--- config.mk ---
export PLATFORM = sky130hd
export DESIGN_NAME = uaw_top
export DESIGN_NICKNAME = d
export VERILOG_FILES = /design/src/core/uaw_pkg.sv /design/src/core/uaw_edge.sv /design/src/core/uaw_rxbuf.sv /design/src/core/uaw_top.sv
export SDC_FILE = /design/constraint.sdc
export NUM_CORES = 1
export LEC_CHECK = 0
export BUFFER_PORTS_ARGS = -buffer_cell sky130_fd_sc_hd__buf_2
export CORE_ASPECT_RATIO = 0.75
export CORE_MARGIN = 2
export CORE_UTILIZATION = 51
export CTS_CLUSTER_DIAMETER = 100
export CTS_CLUSTER_SIZE = 28
export DETAILED_ROUTE_END_ITERATION = 8
export GPL_TIMING_DRIVEN = 0
export PLACE_DENSITY = 0.85
export SLEW_MARGIN = 20
export SYNTH_ARGS = -nofsm -noshare
export SYNTH_HDL_FRONTEND = slang
export SYNTH_SLANG_ARGS = --single-unit
--- constraint.sdc ---
create_clock -name sys_clk_in -period 5 [get_ports sys_clk_in]
set_clock_uncertainty 0.15 [all_clocks]
set_input_delay 0.75 -clock sys_clk_in [delete_from_list [all_inputs] [get_ports sys_clk_in]]
set_output_delay 0.75 -clock sys_clk_in [all_outputs]
set_load 0.02 [all_outputs]
--- src/core/uaw_pkg.sv ---
package uaw_pkg;

  // -------------------------------------------------------------------
  // bus geometry and register offsets
  // -------------------------------------------------------------------
  localparam int          WB_ADDR_W    = 4;
  localparam int          WB_DATA_W    = 32;
  localparam int          WB_SEL_W     = WB_DATA_W / 8;
  localparam logic [3:0]  OFS_CTRL     = 4'h0;   // control, read/write
  localparam logic [3:0]  OFS_STATUS   = 4'h4;   // status, read only
  localparam logic [3:0]  OFS_DATA     = 4'h8;   // receive data, read pops

  // -------------------------------------------------------------------
  // word and field layout
  // -------------------------------------------------------------------
  localparam int          RX_WORD_W    = 9;
  localparam int          RX_DEPTH     = 2;
  localparam int          CTRL_W       = 9;
  localparam int          STAT_W       = 5;
  localparam int          TOP9_POS     = 8;      // top bit for 9-bit words
  localparam int          TOP8_POS     = 7;      // top bit for 8-bit words
  localparam logic [CTRL_W-1:0] CTRL_RST = 9'h000;

  // -------------------------------------------------------------------
  // timing
  // -------------------------------------------------------------------
  localparam int          CLK_PERIOD_NS  = 4;
  localparam int          WAKE_SETTLE_NS = 64;
  localparam int          WAKE_SETTLE_CYC =
    (WAKE_SETTLE_NS + CLK_PERIOD_NS - 1) / CLK_PERIOD_NS;

  // -------------------------------------------------------------------
  // types
  // -------------------------------------------------------------------
  typedef struct packed {
    logic parity_enable;
    logic ninth_bit_select;
    logic receiver_enable;
    logic serial_unit_enable;
    logic wake_enable;
    logic addr_match_enable;
    logic rx_irq_enable;
    logic tx_idle_ie;
    logic tx_empty_ie;
  } uaw_ctrl_t;

  typedef struct packed {
    logic wake_busy;
    logic overrun_flag;
    logic rx_avail_flag;
    logic tx_idle;
    logic tx_empty;
  } uaw_status_t;

  typedef enum logic [3:0] {
    WK_IDLE    = 4'b0001,
    WK_ARMED   = 4'b0010,
    WK_WAITCLK = 4'b0100,
    WK_SETTLE  = 4'b1000
  } uaw_wake_t;

endpackage : uaw_pkg

--- src/core/uaw_edge.sv ---
`timescale 1ns/1ns
module uaw_edge #(
  parameter bit RISING = 1'b1,
  parameter bit INIT   = 1'b0
) (
  input  wire logic sys_clk_in,
  input  wire logic reset_in,
  input  wire logic sig_in,
  output logic      pulse_out
);

  logic prev_ff;
  logic nxt_prev;

  // -------------------------------------------------------------------
  // edge detect
  // -------------------------------------------------------------------
  // remember last sample
  always_comb begin
    nxt_prev = sig_in;
  end

  always_ff @(posedge sys_clk_in or posedge reset_in) begin
    if (reset_in) begin
      prev_ff <= INIT;
    end else begin
      prev_ff <= nxt_prev;
    end
  end

  // one-cycle pulse on the chosen edge
  assign pulse_out = RISING ? (sig_in & ~prev_ff) : (~sig_in & prev_ff);

endmodule : uaw_edge

--- src/core/uaw_rxbuf.sv ---
`timescale 1ns/1ns
module uaw_rxbuf #(
  parameter int WIDTH = 9,
  parameter int DEPTH = 2
) (
  input  wire logic             sys_clk_in,
  input  wire logic             reset_in,
  input  wire logic             push_in,
  input  wire logic [WIDTH-1:0] data_in,
  input  wire logic             pop_in,
  output logic      [WIDTH-1:0] head_out,
  output logic                  not_empty_out,
  output logic                  overrun_out
);

  localparam int PTR_W = (DEPTH > 1) ? $clog2(DEPTH) : 1;
  localparam int CNT_W = $clog2(DEPTH + 1);
  localparam logic [CNT_W-1:0] FULL_CNT = CNT_W'(DEPTH);
  localparam logic [PTR_W-1:0] LAST_PTR = PTR_W'(DEPTH - 1);

  logic [WIDTH-1:0] mem_ff [DEPTH];
  logic [PTR_W-1:0] wr_ff, nxt_wr, rd_ff, nxt_rd;
  logic [CNT_W-1:0] cnt_ff, nxt_cnt;
  logic             do_pop, do_push;

  // -------------------------------------------------------------------
  // pointer and count update
  // -------------------------------------------------------------------
  // a third word while full is dropped and flagged, stored words kept
  always_comb begin
    do_pop      = pop_in & (cnt_ff != '0);
    do_push     = push_in & ((cnt_ff != FULL_CNT) | do_pop);
    overrun_out = push_in & ~do_push;
    nxt_wr      = wr_ff;
    nxt_rd      = rd_ff;
    nxt_cnt     = cnt_ff;
    if (do_push) begin
      nxt_wr = (wr_ff == LAST_PTR) ? '0 : PTR_W'(wr_ff + 1'b1);
    end
    if (do_pop) begin
      nxt_rd = (rd_ff == LAST_PTR) ? '0 : PTR_W'(rd_ff + 1'b1);
    end
    if (do_push & ~do_pop) begin
      nxt_cnt = CNT_W'(cnt_ff + 1'b1);
    end else if (do_pop & ~do_push) begin
      nxt_cnt = CNT_W'(cnt_ff - 1'b1);
    end
  end

  always_ff @(posedge sys_clk_in or posedge reset_in) begin
    if (reset_in) begin
      wr_ff  <= '0;
      rd_ff  <= '0;
      cnt_ff <= '0;
    end else begin
      wr_ff  <= nxt_wr;
      rd_ff  <= nxt_rd;
      cnt_ff <= nxt_cnt;
    end
  end

  // storage, no reset needed on data
  always_ff @(posedge sys_clk_in) begin
    if (do_push) begin
      mem_ff[wr_ff] <= data_in;
    end
  end

  assign head_out      = mem_ff[rd_ff];
  assign not_empty_out = (cnt_ff != '0);

endmodule : uaw_rxbuf

--- src/core/uaw_top.sv ---
`timescale 1ns/1ns
module uaw_top #(
  parameter int SETTLE_CYCLES = uaw_pkg::WAKE_SETTLE_CYC
) (
  input  wire logic                          sys_clk_in,
  input  wire logic                          reset_in,
  input  wire logic                          wb_cyc_in,
  input  wire logic                          wb_stb_in,
  input  wire logic                          wb_we_in,
  input  wire logic [uaw_pkg::WB_ADDR_W-1:0] wb_adr_in,
  input  wire logic [uaw_pkg::WB_SEL_W-1:0]  wb_sel_in,
  input  wire logic [uaw_pkg::WB_DATA_W-1:0] wb_dat_in,
  output logic      [uaw_pkg::WB_DATA_W-1:0] wb_dat_out,
  output logic                               wb_ack_out,
  input  wire logic                          unit_clk_on_in,
  input  wire logic                          low_power_in,
  input  wire logic                          rx_pin_in,
  input  wire logic                          rx_word_valid_in,
  input  wire logic [uaw_pkg::RX_WORD_W-1:0] rx_word_in,
  input  wire logic                          tx_empty_in,
  input  wire logic                          tx_idle_in,
  input  wire logic                          global_irq_enable_in,
  input  wire logic                          serial_irq_enable_in,
  input  wire logic                          stack_full_in,
  input  wire logic                          irq_taken_in,
  output logic                               irq_n_out,
  output logic                               service_req_out,
  output logic                               wake_out,
  output logic                               datapath_hold_out,
  output uaw_pkg::uaw_ctrl_t                 ctrl_out
);
  import uaw_pkg::*;

  localparam int CNT_W = $clog2(SETTLE_CYCLES + 1);
  localparam logic [CNT_W-1:0] SETTLE_LOAD = CNT_W'(SETTLE_CYCLES - 1);

  // -------------------------------------------------------------------
  // declarations
  // -------------------------------------------------------------------
  uaw_ctrl_t                ctrl_ff, nxt_ctrl;
  logic                     ack_ff, nxt_ack;
  logic [WB_DATA_W-1:0]     rdat_ff, nxt_rdat;
  logic                     seen_ff, nxt_seen;
  logic                     ovr_flag_ff, nxt_ovr_flag;
  logic                     irq_n_ff, nxt_irq_n;
  logic                     pend_ff, nxt_pend;
  logic                     svc_ff, nxt_svc;
  logic                     hold_ff, nxt_hold;
  logic                     wake_ff, nxt_wake;
  uaw_wake_t                wst_ff, nxt_wst;
  logic [CNT_W-1:0]         cnt_ff, nxt_cnt;
  uaw_status_t              status;
  logic                     req, rd_status, rd_data;
  logic                     rx_fall, txe_ev, txi_ev;
  logic                     rx_push, rx_top, rx_ev, ovr_pulse, ovr_ev;
  logic                     avail, wake_ok, wake_done, wake_fire, ev_any;
  logic [RX_WORD_W-1:0]     head;

  // -------------------------------------------------------------------
  // edge detectors and receive buffer
  // -------------------------------------------------------------------
  // rx pin idles high; runs on the free clock, not the unit clock
  uaw_edge #(.RISING(1'b0), .INIT(1'b1)) u_rx_fall (
    .sys_clk_in (sys_clk_in),
    .reset_in   (reset_in),
    .sig_in     (rx_pin_in),
    .pulse_out  (rx_fall)
  );

  // enabling while the condition stands also raises a pulse
  uaw_edge #(.RISING(1'b1), .INIT(1'b0)) u_txe (
    .sys_clk_in (sys_clk_in),
    .reset_in   (reset_in),
    .sig_in     (tx_empty_in & ctrl_ff.tx_empty_ie),
    .pulse_out  (txe_ev)
  );

  uaw_edge #(.RISING(1'b1), .INIT(1'b0)) u_txi (
    .sys_clk_in (sys_clk_in),
    .reset_in   (reset_in),
    .sig_in     (tx_idle_in & ctrl_ff.tx_idle_ie),
    .pulse_out  (txi_ev)
  );

  uaw_rxbuf #(.WIDTH(RX_WORD_W), .DEPTH(RX_DEPTH)) u_rxbuf (
    .sys_clk_in    (sys_clk_in),
    .reset_in      (reset_in),
    .push_in       (rx_push),
    .data_in       (rx_word_in),
    .pop_in        (rd_data),
    .head_out      (head),
    .not_empty_out (avail),
    .overrun_out   (ovr_pulse)
  );

  // -------------------------------------------------------------------
  // source qualification
  // -------------------------------------------------------------------
  // words are dropped while waking or held
  always_comb begin
    rx_push   = rx_word_valid_in & ctrl_ff.receiver_enable & (wst_ff == WK_IDLE)
                & ~hold_ff;
    rx_top    = ctrl_ff.ninth_bit_select ? rx_word_in[TOP9_POS]
                                         : rx_word_in[TOP8_POS];
    rx_ev     = rx_push & ctrl_ff.rx_irq_enable
                & (~ctrl_ff.addr_match_enable | rx_top);
    ovr_ev    = ovr_pulse & ctrl_ff.rx_irq_enable;
    wake_ok   = ctrl_ff.wake_enable & ctrl_ff.serial_unit_enable
                & ctrl_ff.receiver_enable & ctrl_ff.rx_irq_enable;
    wake_done = (wst_ff == WK_SETTLE) & (cnt_ff == '0);
    wake_fire = wake_done & global_irq_enable_in & serial_irq_enable_in;
    ev_any    = txe_ev | txi_ev | rx_ev | ovr_ev | wake_fire;
  end

  // -------------------------------------------------------------------
  // bus decode and register file
  // -------------------------------------------------------------------
  // ack one cycle after the request, dropped the cycle after
  always_comb begin
    req       = wb_cyc_in & wb_stb_in & ~ack_ff;
    rd_status = req & ~wb_we_in & (wb_adr_in == OFS_STATUS);
    rd_data   = req & ~wb_we_in & (wb_adr_in == OFS_DATA);
    status    = '{wake_busy: (wst_ff != WK_IDLE), overrun_flag: ovr_flag_ff,
                  rx_avail_flag: avail, tx_idle: tx_idle_in, tx_empty: tx_empty_in};
    nxt_ack   = req;
    nxt_rdat  = rdat_ff;
    nxt_ctrl  = ctrl_ff;
    if (req & ~wb_we_in) begin
      unique case (wb_adr_in)
        OFS_CTRL:   nxt_rdat = WB_DATA_W'(ctrl_ff);
        OFS_STATUS: nxt_rdat = WB_DATA_W'(status);
        OFS_DATA:   nxt_rdat = avail ? WB_DATA_W'(head) : '0;
        default:    nxt_rdat = '0;
      endcase
    end
    // only bus writes touch control; low power never does
    if (req & wb_we_in & (wb_adr_in == OFS_CTRL)) begin
      if (wb_sel_in[0]) begin
        nxt_ctrl[7:0] = wb_dat_in[7:0];
      end
      if (wb_sel_in[1]) begin
        nxt_ctrl[CTRL_W-1:8] = wb_dat_in[CTRL_W-1:8];
      end
    end
  end

  always_ff @(posedge sys_clk_in or posedge reset_in) begin
    if (reset_in) begin
      ack_ff  <= 1'b0;
      rdat_ff <= '0;
      ctrl_ff <= CTRL_RST;
    end else begin
      ack_ff  <= nxt_ack;
      rdat_ff <= nxt_rdat;
      ctrl_ff <= nxt_ctrl;
    end
  end

  // -------------------------------------------------------------------
  // overrun flag, cleared by status read then data read
  // -------------------------------------------------------------------
  // software cannot write it; a new overrun beats the clear
  always_comb begin
    nxt_seen     = seen_ff;
    nxt_ovr_flag = ovr_flag_ff;
    if (rd_status) begin
      nxt_seen = 1'b1;
    end else if (rd_data) begin
      nxt_seen = 1'b0;
    end
    if (rd_data & seen_ff) begin
      nxt_ovr_flag = 1'b0;
    end
    if (ovr_pulse) begin
      nxt_ovr_flag = 1'b1;
    end
  end

  always_ff @(posedge sys_clk_in or posedge reset_in) begin
    if (reset_in) begin
      seen_ff     <= 1'b0;
      ovr_flag_ff <= 1'b0;
    end else begin
      seen_ff     <= nxt_seen;
      ovr_flag_ff <= nxt_ovr_flag;
    end
  end

  // -------------------------------------------------------------------
  // wake sequencer
  // -------------------------------------------------------------------
  always_comb begin
    nxt_wst  = wst_ff;
    nxt_cnt  = cnt_ff;
    nxt_wake = 1'b0;
    unique case (wst_ff)
      WK_IDLE: begin
        if (~unit_clk_on_in) begin
          nxt_wst = WK_ARMED;
        end
      end
      WK_ARMED: begin
        if (unit_clk_on_in) begin
          nxt_wst = WK_IDLE;
        end else if (wake_ok & rx_fall) begin
          nxt_wst  = WK_WAITCLK;
          nxt_wake = 1'b1;
        end
      end
      WK_WAITCLK: begin
        if (unit_clk_on_in) begin
          nxt_wst = WK_SETTLE;
          nxt_cnt = SETTLE_LOAD;
        end
      end
      WK_SETTLE: begin
        if (cnt_ff == '0) begin
          nxt_wst = WK_IDLE;
        end else begin
          nxt_cnt = CNT_W'(cnt_ff - 1'b1);
        end
      end
      default: begin
        nxt_wst = WK_IDLE;
      end
    endcase
  end

  always_ff @(posedge sys_clk_in or posedge reset_in) begin
    if (reset_in) begin
      wst_ff  <= WK_IDLE;
      cnt_ff  <= '0;
      wake_ff <= 1'b0;
    end else begin
      wst_ff  <= nxt_wst;
      cnt_ff  <= nxt_cnt;
      wake_ff <= nxt_wake;
    end
  end

  // -------------------------------------------------------------------
  // interrupt pulse, service request, datapath hold
  // -------------------------------------------------------------------
  // new event wins over the taken acknowledge
  always_comb begin
    nxt_irq_n = ~ev_any;
    nxt_pend  = (pend_ff & ~irq_taken_in) | ev_any;
    nxt_svc   = nxt_pend & global_irq_enable_in & serial_irq_enable_in
                & ~stack_full_in;
    nxt_hold  = ~unit_clk_on_in | low_power_in;
  end

  always_ff @(posedge sys_clk_in or posedge reset_in) begin
    if (reset_in) begin
      irq_n_ff <= 1'b1;
      pend_ff  <= 1'b0;
      svc_ff   <= 1'b0;
      hold_ff  <= 1'b0;
    end else begin
      irq_n_ff <= nxt_irq_n;
      pend_ff  <= nxt_pend;
      svc_ff   <= nxt_svc;
      hold_ff  <= nxt_hold;
    end
  end

  assign wb_ack_out        = ack_ff;
  assign wb_dat_out        = rdat_ff;
  assign irq_n_out         = irq_n_ff;
  assign service_req_out   = svc_ff;
  assign wake_out          = wake_ff;
  assign datapath_hold_out = hold_ff;
  assign ctrl_out          = ctrl_ff;
endmodule : uaw_top

==> flow_summary.yaml <==
run_status:
  status: "finished clean"
routing:
  wirelength_mm: 6.212
  drc: 0
  dr.first_iter.drc_count: 160
  antenna_left: 0
  drtPass1Iterations: 4
  viasPerCell: 5.207
  via_count: 2114
  route.detailed.wl_per_inst_um: 15.30
sta:
  setup_viol: 0
  setup_slack_ns: 2.255
  max_slew_margin_pct: 36.16
  slew_violations: 0
  tns_ns: 0
  max_freq_mhz: 364.4
  hold_viol_final: 0
  finalCritPeriodShare_pct: 54.89
  rsz0062_at_grt: "no"
  worst-slew-pin-transition_ns: 0.9575
  post-route-min-period_ns: 2.745
cts:
  clk_pin_slew_ns: 0.07
  postCtsSetupBuffers: 0
  max-clock-path-buffers: 2
  cts_max_level: 3
  cts_resized: 0
  cts-root-buf: "clkbuf_8"
  numCtsBuffers: 9
  cts_tree: "yes"
  postCtsHoldBufs: 0
  clock_latency_ns: 0.34
  clock_sinks: 60
job:
  drv_cap: 0
placement:
  gp_congestion: 0.8828
  portBuffers: 61
  pre_cts_ws_ns: 2.053
  post-dp-hpwl_mm: 4.508
die:
  num_rows: 23
  initial_core_util_pct: 53.28
  die_h_um: 69.11
  core_area_um2: 5410
  ios: 110
  fp.dieW_um: 90.82
  die-area_um2: 6276
worst_setup_path:
  crit_family: "simple AND/OR/NAND/NOR gates"
  cp_slowest_cell: "nor2b_1"
  cp_max_fo: 9
  critical_path_class: "flop to flop"
  crit_required_ns: 4.81
  cp-start-kind: "flop"
  cpPeakStageDelay_ns: 0.72
  worst-endpoint-arrival_ns: 2.56
  r2r_slack_ns: 2.26
  path_buf_inv: 0
  cp_cell_sequence: "nor4b_1 > and4b_1 > and2b_1 > nor2b_1"
  worstSetupEndpointType: "flop"
pwr:
  clkPwrFrac_pct: 35.7
  p_switching_mw: 0.3206
  internal-power_mw: 0.8352
  irDropWorstVdd_mv: 0.2092
  swShare_pct: 27.74
  p_seq_share_pct: 49.1
  comb_power_share_pct: 15.1
  p_leak_nw: 1.702
  pwr_density_cell_nw_per_um2: 323.4
global_route:
  grt-ovfl-total: 0
  grt_max_degree: 36
  antenna_found_initial: 0
  grt_pass1_vias: 2114
  grt_usage_pct: 20.92
  grt_pass1_wl_mm: 10.04
final_layout:
  area_delta_synth_final_pct: 23.96
  antenna_cells: 0
  finalNetCount: 393
  mostFrequentLayoutCell: "buf_2"
  drive_above_1_share_pct: 37.46
  layout_common_cells: "61 x buf_2, 39 x dfrtp_1, 23 x buf_4, 23 x conb_1, 18 x edfxtp_1"
hold_path:
  min_path_type: "primary input to async pin"
synthesis:
  synthCells: 231
  yosysUniqueCellTypes: 54
  yosysWarnings: 0
  syn_area_um2: 2883
  synth_edf_count: 18
  synth-seq-cells: 60
  synth_area_per_cell_um2: 12.48
  synthArstFlopShare_pct: 70.00
  synth-main-ff-cell: "dfrtp_1"
  ys_seq_area_share_pct: 55.34
Yosys cell counts, types with 2 or more instances:
| cell | instances | area, um2 |
|---|---|---|
| a2111oi_0 | 2 | 17.52 |
| a21oi_1 | 4 | 20.02 |
| a22o_1 | 10 | 87.58 |
| a31oi_1 | 3 | 18.77 |
| and2_1 | 3 | 18.77 |
| and2b_1 | 2 | 15.01 |
| and4b_1 | 2 | 20.02 |
| buf_4 | 23 | 172.7 |
| buf_6 | 2 | 22.52 |
| clkbuf_1 | 3 | 11.26 |
| dfrtp_1 | 39 | 975.9 |
| dfstp_2 | 3 | 78.83 |
| edfxtp_1 | 18 | 540.5 |
| ha_1 | 3 | 37.54 |
| inv_1 | 8 | 30.03 |
| mux2_2 | 11 | 123.9 |
| mux2i_1 | 13 | 130.1 |
| nand2_1 | 9 | 33.78 |
| nand2b_1 | 4 | 25.02 |
| nand3_1 | 7 | 35.03 |
| nand3b_1 | 2 | 15.01 |
| nor2_1 | 13 | 48.80 |
| nor2b_1 | 2 | 12.51 |
| nor4b_2 | 2 | 30.03 |
| o22ai_1 | 4 | 25.02 |
| o2bb2ai_1 | 4 | 35.03 |
| o31ai_1 | 2 | 15.01 |
| or3_1 | 3 | 18.77 |
| or4_1 | 2 | 15.01 |
| xnor2_1 | 2 | 17.52 |
| xor2_1 | 3 | 26.28 |
final timing paths:
kind,start,cells past startpoint,to
min in group sys_clk_in,u_rxbuf.wr_ff$_DFFE_PP0N_,1,u_rxbuf.wr_ff$_DFFE_PP0N_
worst max register to register,wst_ff[0]$_DFFE_PP1P_,4,u_rxbuf.mem_ff[0][8]$_DFFE_PP_
max in group asynchronous,reset_in,3,u_rx_fall.prev_ff$_DFF_PP1_
worst min register to register,u_rxbuf.wr_ff$_DFFE_PP0N_,1,u_rxbuf.wr_ff$_DFFE_PP0N_
worst min-delay path,reset_in,2,wb_dat_out[3]$_DFFE_PP0N_
worst max-delay path,wst_ff[0]$_DFFE_PP1P_,4,u_rxbuf.mem_ff[0][8]$_DFFE_PP_
registers in the layout (all words and copies together), names as in the netlist, 2 cells and up:
register / flops
wb_dat_out: 9
u_rxbuf.cnt_ff: 2
wst_ff: 4
u_rxbuf.mem_ff: 18
ctrl_out: 9
cnt_ff: 5
routing by layer:
layer / vias to the layer above / global-route usage [%] / wire length (um)
met5: - / 0 / 0
met2: 103 / 33.00 / 2938
li1: 999 / - / -
met3: 13 / 7.978 / 593
met1: 999 / 25.54 / 2562
met4: 0 / 9.764 / 119
final cells by class:
type | count | area [um2]
inverter | 8 | 30.03
fill | 421 | 1837
timing repair buffer | 62 | 325.3
clock inverter | 4 | 22.52
sequential | 60 | 1595
multi-input combinational | 157 | 1134
buffer | 28 | 206.4
clock buffer | 12 | 166.4
tap | 75 | 93.84
cells by family (layout without fill, tap and decap cells):
kind of cell             Yosys count  in the layout  synth area share, %
multiplexers                      24             24                8.811
adder cells (fa/ha/maj)            3              3                1.302
XOR/XNOR                           5              5                1.519
AO/OA/AOI/OAI                     41             41                11.02
AND/OR/NAND/NOR                   61             61                13.67
other                              1             23               0.1301
flip-flops                        60             60                55.34
buffers and inverters             36            114                8.203
power groups by stage:
stage | clock, mW | combinational [mW] | sequential (mW)
4_1_cts | 0.419 | 0.174 | 0.566
3_3_place_gp | 0 | 0.164 | 0.572
5_1_grt | 0.432 | 0.192 | 0.571
6_report | 0.413 | 0.175 | 0.568
2_1_floorplan | 0 | 0.116 | 0.577
3_5_place_dp | 0 | 0.172 | 0.576
stage by stage:
stage | utilization, % | instances | cell area (um2) | hold WS [ns] | power (mW)
after CTS | 66.05 | 406 | 3573 | 0.1467 | 1.158
after global placement | 62.19 | 389 | 3364 | 0.3191 | 0.7367
after global routing | 66.05 | 406 | 3573 | 0.1485 | 1.195
after detailed placement | 62.56 | 390 | 3385 | 0.3257 | 0.7480
after floorplan | - | 253 | 2965 | 0.3055 | 0.6921
final | 66.05 | 406 | 3573 | 0.1514 | 1.156
(Power assumes the default switching activity.)
